### src/hdl/scc_pkg.sv
// Package with the configuration map, field layout and types of the slice carry chain.
package scc_pkg;

	// ----------------------------------------------------------------
	// Register bus geometry and offsets.
	// ----------------------------------------------------------------
	localparam int unsigned ADDR_W = 4;
	localparam int unsigned DATA_W = 32;
	localparam logic [ADDR_W-1:0] OFS_CONFIG = 4'h0;
	localparam logic [ADDR_W-1:0] OFS_STATUS = 4'h4;

	// ----------------------------------------------------------------
	// Configuration register field positions and reset value.
	// ----------------------------------------------------------------
	localparam int unsigned CFG_W          = 10;
	localparam int unsigned CFG_BOT_GEN_LO = 0;
	localparam int unsigned CFG_TOP_GEN_LO = 3;
	localparam int unsigned CFG_BOT_PROP   = 6;
	localparam int unsigned CFG_TOP_PROP   = 7;
	localparam int unsigned CFG_BOT_ROUTE  = 8;
	localparam int unsigned CFG_TOP_ROUTE  = 9;
	localparam logic [CFG_W-1:0] CFG_RESET = 10'h000;

	// ----------------------------------------------------------------
	// Status register field positions.
	// ----------------------------------------------------------------
	localparam int unsigned ST_BOT_CARRY = 0;
	localparam int unsigned ST_TOP_CARRY = 1;
	localparam int unsigned ST_BOT_SUM   = 2;
	localparam int unsigned ST_TOP_SUM   = 3;
	localparam int unsigned ST_BOT_REG   = 4;
	localparam int unsigned ST_TOP_REG   = 5;
	localparam int unsigned ST_W         = 6;

	// Generate source codes for either half.
	typedef enum logic [2:0] {
		GEN_INPUT_A = 3'h0,
		GEN_INPUT_B = 3'h1,
		GEN_PARTIAL = 3'h2,
		GEN_INIT    = 3'h3,
		GEN_ZERO    = 3'h4,
		GEN_ONE     = 3'h5
	} scc_gen_type;

	// Propagate select: the half's lookup output or a forced propagate.
	localparam logic PROP_LUT = 1'b0;
	localparam logic PROP_ONE = 1'b1;

	// Sum routing: sum on the combinational output or into the register.
	localparam logic ROUTE_COMB = 1'b0;
	localparam logic ROUTE_REG  = 1'b1;

	// Inputs of one slice half, as seen by the carry logic.
	typedef struct packed {
		logic lut_input_a;
		logic lut_input_b;
		logic init_input;
		logic lut_out;
	} scc_half_in_type;

endpackage : scc_pkg

### src/hdl/scc_slice_carry_chain.sv
// Carry, sum and partial-product logic of one two-bit logic slice with its configuration port.
//
// Implementation choices: the register addresses and the strobed register port.
`timescale 1ns/10ps
`default_nettype none

module scc_slice_carry_chain
	import scc_pkg::*;
(
	input  wire logic                  i_clk_sys,
	input  wire logic                  i_sys_rst,
	input  wire logic [ADDR_W-1:0]     i_addr,
	input  wire logic [DATA_W-1:0]     i_wr_data,
	input  wire logic                  i_wr_strobe,
	input  wire logic                  i_rd_strobe,
	output logic      [DATA_W-1:0]     o_rd_data,
	input  wire logic                  i_slice_carry_in,
	input  wire scc_half_in_type       i_bottom,
	input  wire scc_half_in_type       i_top,
	output logic                       o_bottom_comb,
	output logic                       o_top_comb,
	output logic                       o_bottom_reg,
	output logic                       o_top_reg,
	output logic                       o_slice_carry_out
);

	// ----------------------------------------------------------------
	// Helper functions.
	// ----------------------------------------------------------------

	// Generate source pick; an unused code yields a quiet 0.
	function automatic logic gen_pick(input logic [2:0] sel, input scc_half_in_type h, input logic pp);
		logic r;
		r = 1'b0;
		unique case (sel)
			GEN_INPUT_A: r = h.lut_input_a;
			GEN_INPUT_B: r = h.lut_input_b;
			GEN_PARTIAL: r = pp;
			GEN_INIT:    r = h.init_input;
			GEN_ZERO:    r = 1'b0;
			GEN_ONE:     r = 1'b1;
			default:     r = 1'b0;
		endcase
		return r;
	endfunction : gen_pick

	// Carry mux: propagate the incoming carry or take the generate term.
	function automatic logic carry_mux(input logic prop, input logic chain_carry_input, input logic gen);
		return prop ? chain_carry_input : gen;
	endfunction : carry_mux

	// ----------------------------------------------------------------
	// Configuration and registered state.
	// ----------------------------------------------------------------
	logic [CFG_W-1:0]  cfg_q;
	logic [CFG_W-1:0]  cfg_d;
	logic [DATA_W-1:0] rd_data_q;
	logic [DATA_W-1:0] rd_data_d;
	logic              bot_reg_q;
	logic              top_reg_q;

	// ----------------------------------------------------------------
	// Decode of the configuration fields.
	// ----------------------------------------------------------------
	wire logic [2:0] bot_gen_sel = cfg_q[CFG_BOT_GEN_LO +: 3];
	wire logic [2:0] top_gen_sel = cfg_q[CFG_TOP_GEN_LO +: 3];
	wire logic       bot_prop_cfg = cfg_q[CFG_BOT_PROP];
	wire logic       top_prop_cfg = cfg_q[CFG_TOP_PROP];
	wire logic       bot_route   = cfg_q[CFG_BOT_ROUTE];
	wire logic       top_route   = cfg_q[CFG_TOP_ROUTE];

	// ----------------------------------------------------------------
	// Carry chain datapath.
	// ----------------------------------------------------------------

	// Partial products of the two lookup inputs of each half.
	wire logic bot_pp = i_bottom.lut_input_a & i_bottom.lut_input_b;
	wire logic top_pp = i_top.lut_input_a & i_top.lut_input_b;

	// Generate terms through the configured selectors.
	wire logic bot_gen = gen_pick(bot_gen_sel, i_bottom, bot_pp);
	wire logic top_gen = gen_pick(top_gen_sel, i_top, top_pp);

	// Propagate selects; a forced 1 makes the half a pure carry pass-through.
	wire logic bot_prop = (bot_prop_cfg == PROP_ONE) ? 1'b1 : i_bottom.lut_out;
	wire logic top_prop = (top_prop_cfg == PROP_ONE) ? 1'b1 : i_top.lut_out;

	// The two carry muxes form the ripple path through the slice.
	wire logic bot_carry = carry_mux(bot_prop, i_slice_carry_in, bot_gen);
	wire logic top_carry = carry_mux(top_prop, bot_carry, top_gen);

	// Sum gates complete each bit with the carry entering that half.
	wire logic bot_sum = i_bottom.lut_out ^ i_slice_carry_in;
	wire logic top_sum = i_top.lut_out ^ bot_carry;

	// The carry path stays combinational so a chain of slices ripples in one cycle.
	assign o_slice_carry_out = top_carry;

	// Steering: the sum goes to the chosen output, the lookup output to the other.
	assign o_bottom_comb = (bot_route == ROUTE_REG) ? i_bottom.lut_out : bot_sum;
	assign o_top_comb    = (top_route == ROUTE_REG) ? i_top.lut_out : top_sum;
	wire logic bot_reg_d = (bot_route == ROUTE_REG) ? bot_sum : i_bottom.lut_out;
	wire logic top_reg_d = (top_route == ROUTE_REG) ? top_sum : i_top.lut_out;

	// Slice storage elements on the fabric clock.
	always_ff @(posedge i_clk_sys)
	begin
		if (i_sys_rst)
		begin
			bot_reg_q <= 1'b0;
			top_reg_q <= 1'b0;
		end
		else
		begin
			bot_reg_q <= bot_reg_d;
			top_reg_q <= top_reg_d;
		end
	end

	assign o_bottom_reg = bot_reg_q;
	assign o_top_reg    = top_reg_q;

	// ----------------------------------------------------------------
	// Register port.
	// ----------------------------------------------------------------

	// Live status; the carries are sampled only when software reads them.
	wire logic [ST_W-1:0] status = {top_reg_q, bot_reg_q, top_sum, bot_sum, top_carry, bot_carry};
	wire logic            wr_cfg = i_wr_strobe && (i_addr == OFS_CONFIG);
	wire logic            rd_cfg = i_rd_strobe && (i_addr == OFS_CONFIG);
	wire logic            rd_st  = i_rd_strobe && (i_addr == OFS_STATUS);

	// Unmapped reads and idle cycles return zero.
	assign cfg_d     = wr_cfg ? i_wr_data[CFG_W-1:0] : cfg_q;
	assign rd_data_d = rd_cfg ? {{(DATA_W-CFG_W){1'b0}}, cfg_q} :
	                   rd_st  ? {{(DATA_W-ST_W){1'b0}}, status} : '0;

	always_ff @(posedge i_clk_sys)
	begin
		if (i_sys_rst)
		begin
			cfg_q     <= CFG_RESET;
			rd_data_q <= '0;
		end
		else
		begin
			cfg_q     <= cfg_d;
			rd_data_q <= rd_data_d;
		end
	end

	assign o_rd_data = rd_data_q;

	// ----------------------------------------------------------------
	// Assertions.
	// ----------------------------------------------------------------
	wire logic adder_cfg = (bot_gen_sel == GEN_INPUT_A) && (top_gen_sel == GEN_INPUT_A)
	                     && (bot_prop_cfg == PROP_LUT) && (top_prop_cfg == PROP_LUT);
	wire logic half_sums = (i_bottom.lut_out == (i_bottom.lut_input_a ^ i_bottom.lut_input_b))
	                     && (i_top.lut_out == (i_top.lut_input_a ^ i_top.lut_input_b));
	wire logic [2:0] add_ref = 3'({i_top.lut_input_a, i_bottom.lut_input_a})
	                         + 3'({i_top.lut_input_b, i_bottom.lut_input_b}) + 3'(i_slice_carry_in);
endmodule : scc_slice_carry_chain

`default_nettype wire

### config.mk
export PLATFORM = sky130hd
export DESIGN_NAME = scc_slice_carry_chain
export DESIGN_NICKNAME = d
export VERILOG_FILES = /design/src/hdl/scc_pkg.sv /design/src/hdl/scc_slice_carry_chain.sv
export SDC_FILE = /design/constraint.sdc
export NUM_CORES = 1
export LEC_CHECK = 0
export BUFFER_PORTS_ARGS = -buffer_cell sky130_fd_sc_hd__buf_2
export CELL_PAD_IN_SITES_DETAIL_PLACEMENT = 0
export CELL_PAD_IN_SITES_GLOBAL_PLACEMENT = 1
export CORE_ASPECT_RATIO = 0.8
export CORE_MARGIN = 5
export CORE_UTILIZATION = 24
export DETAILED_ROUTE_END_ITERATION = 10
export PLACE_DENSITY = 0.83
export RECOVER_POWER = 25
export SLEW_MARGIN = 20
export SYNTH_ARGS = -nofsm -noshare
export SYNTH_HDL_FRONTEND = slang
export SYNTH_SLANG_ARGS = --single-unit
### constraint.sdc
create_clock -name i_clk_sys -period 1.5 [get_ports i_clk_sys]
set_input_delay 0.3 -clock i_clk_sys [delete_from_list [all_inputs] [get_ports i_clk_sys]]
set_output_delay 0.3 -clock i_clk_sys [all_outputs]
set_load 0.01 [all_outputs]
; Yosys cells after proc, flatten, opt, wreduce, memory -nomap -nowiden
; Index checks and enable logic that the tools add are counted.
[word_totals]
ff_bits = 44
input_bits = 49
output_inout_bits = 37
wordCells = 37
[op_classes]
eq_ne = 9
n_mux = 12
bitwise = 4
n_reduce_logical = 7
[op_table]
columns = op, count
row1 = 3-bit by 2-bit == test with 1-bit output (second input constant), 4
row2 = 10-bit two-way mux, 1
row3 = 1-bit one-hot mux with 5 select lines, 2
row4 = 1-bit two-way mux, 8
row5 = 3-bit by 1-bit == test with 1-bit output (second input constant), 2
row6 = 3-bit == test (second input constant), 2
row7 = 3-bit logical NOT, 2
row8 = 6-bit two-way mux, 1
row9 = 4-bit by 3-bit == test with 1-bit output (second input constant), 1
row10 = 4-bit logical NOT, 1
row11 = 1-bit logical AND, 3
row12 = 1-bit bitwise AND, 2
row13 = 2-bit OR reduction, 1
row14 = 1-bit bitwise XOR, 2

; Depth between registers and ports, before layout
; Gate-level depths: netlist of the first run.
[depth]
ltp_word = 6
mapped_depth = 6
depth_no_buf = 5

; Worst setup path before layout of the first run
; No wires, ideal clock.
[synth_path]
path_kind = input-to-output
startpoint = input i_bottom[0] in the netlist's numbering
endpoint = output o_top_comb
arrival_ns = 1.259
t_required_ns = 1.200
setup_slack_ns = -0.059
stages = 5
path_buffers = 1
cell_sequence = buf_2 o41ai_2 a21o_2 nand2b_1 xnor2_1
[synth_between]
elab_chain_len = 4
[synth_lines]
columns = element, line_no
row1 = start: declaration, scc_slice_carry_chain.sv:18  ; input wire scc_half_in_type i_bottom,
row2 = 1-bit two-way mux, scc_slice_carry_chain.sv:85  ; wire logic bot_prop = (bot_prop_cfg == PROP_ONE) ? 1'b1 : i_bottom.lut_out;
row3 = 1-bit two-way mux, scc_slice_carry_chain.sv:49  ; return prop ? chain_carry_input : gen;
row4 = 1-bit bitwise XOR, scc_slice_carry_chain.sv:94  ; wire logic top_sum = i_top.lut_out ^ bot_carry;
row5 = 1-bit two-way mux, scc_slice_carry_chain.sv:101  ; assign o_top_comb = (top_route == ROUTE_REG) ? i_top.lut_out : top_sum;
row6 = end: declaration, scc_slice_carry_chain.sv:21  ; output logic o_top_comb,
; No other way between the ends.

; Worst setup path in the final report of the first run
[layout_path]
startpoint = register cfg_q[6]
endpoint = output o_top_comb
[layout_between]
elab_chain_len = 4
[layout_lines]
columns = element, line_no
row1 = start: declaration, scc_slice_carry_chain.sv:55  ; logic [CFG_W-1:0] cfg_q;
row2 = start signal: assignment, scc_slice_carry_chain.sv:147  ; cfg_q <= cfg_d;
row3 = 1-bit two-way mux, scc_slice_carry_chain.sv:85
row4 = 1-bit two-way mux, scc_slice_carry_chain.sv:49
row5 = 1-bit bitwise XOR, scc_slice_carry_chain.sv:94
row6 = 1-bit two-way mux, scc_slice_carry_chain.sv:101
; No other way between the ends.

==> impl_metrics.toml, run 1 <==
[critical_path]
critPathRequiredTime_ps = 1200
worst_path_largest_cell_delay_ps = 370
worstPathMaxFanout = 3
rr_endpoint = "o_rd_data[1]$_SDFF_PP0_"
timing.critical_path.cells = "o41ai_4 > a21o_2 > nand2b_4 > xnor2_2 > buf_2"
critPathKind = "reg -> out"
rr_worst_depth = 5
critical_path_depth = 5
regToRegSetupSlack_ps = 30
timing.critical_path.arrival_ps = 1490
crit_path_start_kind = "flip-flop"
cp_num_buf_inv = 1
r2r_start = "cfg_q[6]$_SDFFE_PP0P_"
cpMaxStageDelayCell = "sky130_fd_sc_hd__dfxtp_4"
path_delay_family = "compound AO/OA/AOI/OAI gates"
crit_path_end_kind = "primary output"

[synth]
synth_area_leader = "sky130_fd_sc_hd__dfxtp_1"
synth_seq_area_share = 0.396
netlist_area_mm2 = 0.00111
synth-warning-count = 0
ys_top_cells_by_count = "sky130_fd_sc_hd__buf_4 (22), sky130_fd_sc_hd__dfxtp_1 (22), sky130_fd_sc_hd__nor2_1 (22)"
post_synth.cell_area_avg_um2 = 8.98
top_area_cells_in_the_synthesized_netlist = "sky130_fd_sc_hd__dfxtp_1 (40%), sky130_fd_sc_hd__buf_4 (15%), sky130_fd_sc_hd__mux2i_1 (12%), sky130_fd_sc_hd__nor2_1 (7.4%), sky130_fd_sc_hd__nand2b_1 (3.4%)"
ys.flop_type = "sky130_fd_sc_hd__dfxtp_1"
synth_async_sr_flop_share = 0
synth.ff_latch_count = 22
synth.distinct_cells = 29
synth-edff-count = 0
yosysTopAreaCellShare = 0.396
syn_inst = 124

[clock_tree]
h-tree-depth = 1
clock_tree.root_cell = "sky130_fd_sc_hd__clkbuf_8"
cts_tree = "yes"
number_of_buffers_created_by_cts = 3
cts_max_path_buffers = 2
cts.clk_slew.worst_paths_ps = 80
clk-insertion-delay-late_ps = 260
clock_sinks = 22

[placement]
gpl.final_weighted_congestion = 0.748
dp_hpwl_um = 2160
buffer_ports.inserted = 41
place_worst_setup_slack_ps = -176

[pwr]
power_leakage_nw = 0.783
peakVddDrop_v = 0.000242
power_frac_comb = 0.163
power_frac_seq = 0.495
p_sw_frac = 0.241
internal_power_uw = 913
power_density_over_the_cells_mw_per_mm2 = 786
clock_power_share = 0.343
power.switching_uw = 289

[final_layout]
multi_input_comb_area_um2 = 621
num_antenna_cells = 0
drive_above_1_share = 0.419
area_delta_synth_final_pct = 37.4
fillerInstances = 503
seq_area_um2 = 449
number_of_nets_in_the_layout = 229

[routing]
drt-pass1-iter-count = 4
detail_route.wirelength_um = 2580
via_count = 926
detail-route-antenna-nets = 0
drc_viols = 0
detail_route.wl_per_cell_um = 10.8
detailedRoute.firstIterationViolations = 36
met3_wirelength_um = 155
routed-wl-met2_um = 1260
wl_met1_um = 1120
highest-signal-layer = "met4"
via_density_per_instance = 3.87

[worst_hold_path]
hold_class = "in -> reg"
min_from = "i_wr_data[4]"
holdPathEnd = "cfg_q[4]$_SDFFE_PP0P_"
depth_of_the_worst_hold_timing_path = 3

[grt]
grt_util_all_layers = 0.0835
first_global_vias = 904
largest_net_degree_at_the_start_of_global_routing = 14
number_of_antenna_violations_at_the_first_check_in_global_routing = 0
wire_length_of_the_first_global_routing_pass_um = 4040
grt_overflow_total = 0

[run]
cap_viol_max_count = 0

[timing]
final_hold_viol_count = 0
max_clock_freq_ghz = 0.559
final.setup.tns_ps = -548
rsz_0062_raised_after_global_routing = "yes"
setup_ws_post_layout_ps = -287
min_period_ps = 1790
timing.final.setup_violations = 2
timing.clock.skew_ps = 1.93
hold-worst-slack_ps = 269
fin_crit_sh = 1.19
final_max_slew_viol_count = 0

[floorplan]
initial_core_utilization = 0.245
fp.dieH_um = 70.9
fp.dieArea_mm2 = 0.00611
die_x_um = 86.2
io_pins = 86
fp.coreArea_mm2 = 0.00454
core.rowCount = 22

[run_status]
status = "finished with violations"
violations_in_the_final_reports = "negative setup slack"
worst max path at each step:
stage | start | to | slack [ps]
finish | cfg_q[6]$_SDFFE_PP0P_ | o_top_comb | -290
global route | cfg_q[2]$_SDFFE_PP0P_ | o_top_comb | -350
CTS | cfg_q[6]$_SDFFE_PP0P_ | o_top_comb | -310
detailed placement | i_bottom[2] | o_top_comb | -180
global placement | i_bottom[2] | o_top_comb | -140
floorplan | cfg_q[1]$_SDFFE_PP0P_ | o_top_comb | -6
what timing repair did:
action                                  4_1_cts  5_1_grt
gates resized for setup                      13        2
hold buffers                                  0        0
setup buffers                                 2        0
endpoints found under the setup margin        2        4
pin swaps                                     4        1
cell type report:
type | instances | area share
multi-input combinational | 95 | 0.406
sequential | 22 | 0.294
timing repair buffer | 56 | 0.211
tap | 60 | 0.0491
clock buffer | 4 | 0.0360
inverter | 2 | 0.00491
per-stage QoR:
stage | util | power (mW) | cells | cell area (um^2)
detailed placement | 0.312 | 0.792 | 233 | 1420
finish | 0.337 | 1.20 | 239 | 1530
global placement | 0.312 | 0.790 | 233 | 1420
global route | 0.337 | 1.27 | 239 | 1530
floorplan | - | 0.754 | 145 | 1210
CTS | 0.337 | 1.22 | 239 | 1530
worst min-delay path: stages:
cell and delay (ps):
sky130_fd_sc_hd__buf_2 70, sky130_fd_sc_hd__mux2i_1 50, sky130_fd_sc_hd__nor2_1 70
cells by family after synthesis:
kind of cell	after synthesis	share of synthesized area
compound gates	12	0.0876
flops	22	0.396
buf+inv	28	0.172
mux	13	0.117
simple gates	43	0.185
other cells	1	0.00337
xor+xnor	5	0.0393
layout by cell type (no fill, tap or decap), types with 2 or more instances in the layout:
cell and n:
sky130_fd_sc_hd__a211oi_2 2, sky130_fd_sc_hd__and2_1 4, sky130_fd_sc_hd__buf_2 35, sky130_fd_sc_hd__buf_4 14, sky130_fd_sc_hd__clkbuf_1 6, sky130_fd_sc_hd__clkbuf_8 4
sky130_fd_sc_hd__conb_1 22, sky130_fd_sc_hd__dfxtp_1 17, sky130_fd_sc_hd__dfxtp_2 4, sky130_fd_sc_hd__mux2i_1 13, sky130_fd_sc_hd__nand2_1 2, sky130_fd_sc_hd__nand2b_1 4
sky130_fd_sc_hd__nand2b_4 2, sky130_fd_sc_hd__nand3_1 2, sky130_fd_sc_hd__nor2_1 21, sky130_fd_sc_hd__o21ai_2 2, sky130_fd_sc_hd__or3_1 2, sky130_fd_sc_hd__xnor2_1 3
power by group through the flow:
stage | clock, mW | combinational (mW) | sequential [mW]
6_report | 0.412 | 0.196 | 0.595
4_1_cts | 0.425 | 0.196 | 0.595
2_1_floorplan | 0 | 0.143 | 0.611
5_1_grt | 0.455 | 0.214 | 0.596
3_3_place_gp | 0 | 0.179 | 0.610
3_5_place_dp | 0 | 0.182 | 0.610
layer usage:
| layer | track usage | vias to the layer above |
|---|---|---|
| li1 | - | 478 |
| met1 | 0.100 | 409 |
| met2 | 0.144 | 35 |
| met3 | 0.0128 | 4 |
| met4 | 0.0422 | 0 |
| met5 | 0 | - |
(Power assumes the default switching activity.)
==> run 2, diff against run 1 <==
--- a/config.mk
+++ b/config.mk
@@ -5,6 +5,7 @@
 export SDC_FILE = /design/constraint.sdc
 export NUM_CORES = 1
 export LEC_CHECK = 0
+export ABC_AREA = 1
 export BUFFER_PORTS_ARGS = -buffer_cell sky130_fd_sc_hd__buf_2
 export CELL_PAD_IN_SITES_DETAIL_PLACEMENT = 0
 export CELL_PAD_IN_SITES_GLOBAL_PLACEMENT = 1
@@ -12,6 +13,7 @@
 export CORE_MARGIN = 5
 export CORE_UTILIZATION = 24
 export DETAILED_ROUTE_END_ITERATION = 10
+export GPL_ROUTABILITY_DRIVEN = 0
 export PLACE_DENSITY = 0.83
 export RECOVER_POWER = 25
 export SLEW_MARGIN = 20
==> run 2 against run 1 <==
  * The flow still finishes with violations (negative setup slack)
  * Clock power rose by 32%
  * Via count rose by 8.0%
  * Routed wire length rose by 4.2%
  * Sequential power barely moved
  * Sequential share of layout area rose by 0.32 points
  * Flip-flop and latch count did not move
  * Worst setup slack improved by 140 ps
  * Critical path type unchanged
  * Highest routed layer unchanged
==> impl_metrics.toml, run 2 <==
[final_layout]
mostFrequentLayoutCells = "sky130_fd_sc_hd__buf_2 (40), sky130_fd_sc_hd__conb_1 (22), sky130_fd_sc_hd__nand2_1 (21), sky130_fd_sc_hd__nor2_1 (19), sky130_fd_sc_hd__dfxtp_1 (19)"
fillerInstances = 518
drive_above_1_share = 0.409
number_of_nets_in_the_layout = 248
area_delta_synth_final_pct = 28.0
layout_commonest_cell = "sky130_fd_sc_hd__buf_2"
finalCoreUtilization = 0.322
num_antenna_cells = 0

[synth]
ys.flop_type = "sky130_fd_sc_hd__dfxtp_1"
ys_top_cells_by_count = "sky130_fd_sc_hd__nand2_1 (24), sky130_fd_sc_hd__buf_4 (22), sky130_fd_sc_hd__dfxtp_1 (22)"
netlist_area_mm2 = 0.00118
top_area_cells_in_the_synthesized_netlist = "sky130_fd_sc_hd__dfxtp_1 (37%), sky130_fd_sc_hd__buf_4 (14%), sky130_fd_sc_hd__a211oi_2 (9.6%), sky130_fd_sc_hd__nand2_1 (7.7%), sky130_fd_sc_hd__nor2_1 (5.4%)"
synth_area_leader = "sky130_fd_sc_hd__dfxtp_1"
synth.distinct_cells = 26
yosysTopAreaCellShare = 0.374
synth-warning-count = 0
syn_inst = 148
synth_async_sr_flop_share = 0
post-synth-top-count-cell = "sky130_fd_sc_hd__nand2_1"
synth.ff_latch_count = 22
synth-edff-count = 0
post_synth.cell_area_avg_um2 = 7.95
synth_seq_area_share = 0.374

[critical_path]
rr_endpoint = "o_top_reg$_SDFF_PP0_"
rr_worst_depth = 11
critPathKind = "reg -> out"
critPathRequiredTime_ps = 1200
r2r_start = "cfg_q[0]$_SDFFE_PP0P_"
cp-startpoint = "cfg_q[0]$_SDFFE_PP0P_"
worstPathMaxFanout = 4
timing.critical_path.arrival_ps = 1340
crit_path_end_kind = "primary output"
regToRegSetupSlack_ps = 210
setup.worst_path.end = "o_top_comb"
crit_path_start_kind = "flip-flop"

[floorplan]
fp.dieH_um = 72.6
fp.coreArea_mm2 = 0.00468
die_x_um = 88.3
fp.dieArea_mm2 = 0.00641
initial_core_utilization = 0.251
core.rowCount = 22
io_pins = 86

[grt]
first_global_vias = 957
wire_length_of_the_first_global_routing_pass_um = 4250
grt_util_all_layers = 0.0832
largest_net_degree_at_the_start_of_global_routing = 20
grt_overflow_total = 0
number_of_antenna_violations_at_the_first_check_in_global_routing = 0

[clock_tree]
number_of_buffers_created_by_cts = 3
cts.clk_slew.worst_paths_ps = 80
h-tree-depth = 1
clock_sinks = 22
clock_tree.root_cell = "sky130_fd_sc_hd__clkbuf_8"
clk-insertion-delay-late_ps = 260
holdBufCountCts = 0
cts_max_path_buffers = 2
cts_tree = "yes"

[routing]
detail_route.wl_per_cell_um = 10.4
detail-route-antenna-nets = 0
drt-pass1-iter-count = 4
detail_route.wirelength_um = 2690
detailedRoute.firstIterationViolations = 19
via_count = 1000
via_density_per_instance = 3.88
drc_viols = 0

[timing]
fin_crit_sh = 1.10
timing.final.setup_violations = 2
final_hold_viol_count = 0
final.setup.tns_ps = -184
min_period_ps = 1640
hold-worst-slack_ps = 306
max_clock_freq_ghz = 0.608
timing.clock.skew_ps = 5.81
final_max_slew_viol_count = 0
setup_ws_post_layout_ps = -144
rsz_0062_raised_after_global_routing = "yes"

[run]
cap_viol_max_count = 0

[run_status]
violations_in_the_final_reports = "negative setup slack"
status = "finished with violations"

[placement]
dp_hpwl_um = 2140
buffer_ports.inserted = 41

[pwr]
power_total_mw = 1.34
power_leakage_nw = 0.743
peakVddDrop_v = 0.000416
power_density_over_the_cells_mw_per_mm2 = 893

[worst_hold_path]
min_from = "i_wr_data[1]"
hold_class = "in -> reg"
[run 2: changes by cell type in the layout (fill, tap and decap cells not counted), sizes merged, moves of 7 or more]
cell and change:
clkbuf -7, inv +17, mux2i -13, nand2 +24, nand3 +8
[run 2: worst min-delay path by stage]
stage / to / slack, ps / depth (start not counted)
floorplan: o_bottom_reg$_SDFF_PP0_ / 440 / 3
global placement: o_rd_data[5]$_SDFF_PP0_ / 450 / 2
detailed placement: o_rd_data[5]$_SDFF_PP0_ / 460 / 2
CTS: cfg_q[1]$_SDFFE_PP0P_ / 300 / 3
global route: cfg_q[0]$_SDFFE_PP0P_ / 320 / 3
finish: cfg_q[1]$_SDFFE_PP0P_ / 310 / 3
[run 2: final cells by class]
cell class / instances / area (um^2) / area share
multi-input combinational: 104 / 569 / 0.378
clock buffer: 3 / 41.3 / 0.0274
tap: 60 / 75.1 / 0.0499
clock inverter: 1 / 30.0 / 0.0200
inverter: 19 / 71.3 / 0.0474
timing repair buffer: 49 / 272 / 0.180
sequential: 22 / 447 / 0.297
[run 2: kinds of logic (layout without fill, tap and decap cells)]
family,after synthesis,after routing,synth area share
compound gates,22,22,0.162
xor+xnor,1,1,0.00745
buf+inv,43,72,0.215
flops,22,22,0.374
other cells,1,22,0.00319
simple gates,59,59,0.238
[run 2: power breakdown]
group	internal, mW	switching, mW
Sequential	0.592	0.00506
Combinational	0.0834	0.118
Clock	0.356	0.189
[run 2: timing repair]
| item | in CTS | in global routing |
|---|---|---|
| setup endpoints to repair | 2 | 2 |
| pin swaps | 2 | 1 |
| buffers inserted | 5 | 0 |
| cloned | 0 | 0 |
| gates resized for setup | 9 | 3 |
[run 2: worst max-delay path: stages, from the launching register on]
cell                      delay (ps)
sky130_fd_sc_hd__dfxtp_2         350
sky130_fd_sc_hd__inv_2            50
sky130_fd_sc_hd__nor2_1          110
sky130_fd_sc_hd__a21oi_2          70
sky130_fd_sc_hd__nand2_2          90
sky130_fd_sc_hd__nand2_2          70
sky130_fd_sc_hd__nand2_2          70
sky130_fd_sc_hd__nand3_2          50
sky130_fd_sc_hd__o21ai_1          70
sky130_fd_sc_hd__buf_2           140
[run 2: per-stage QoR]
stage                     instance area, um^2  setup WS [ps]  instances
final                                    1510           -144        258
after global routing                     1510           -324        258
after CTS                                1500           -163        258
after detailed placement                 1380           16.2        249
after global placement                   1380           21.2        249
after floorplan                          1250            250        169
[run 2: metal layers]
layer	track usage	share of wire	up-vias
met5	0	0	-
met4	0.0151	0.0052	0
met3	0.0350	0.097	2
met2	0.129	0.48	30
met1	0.109	0.42	438
li1	-	-	530
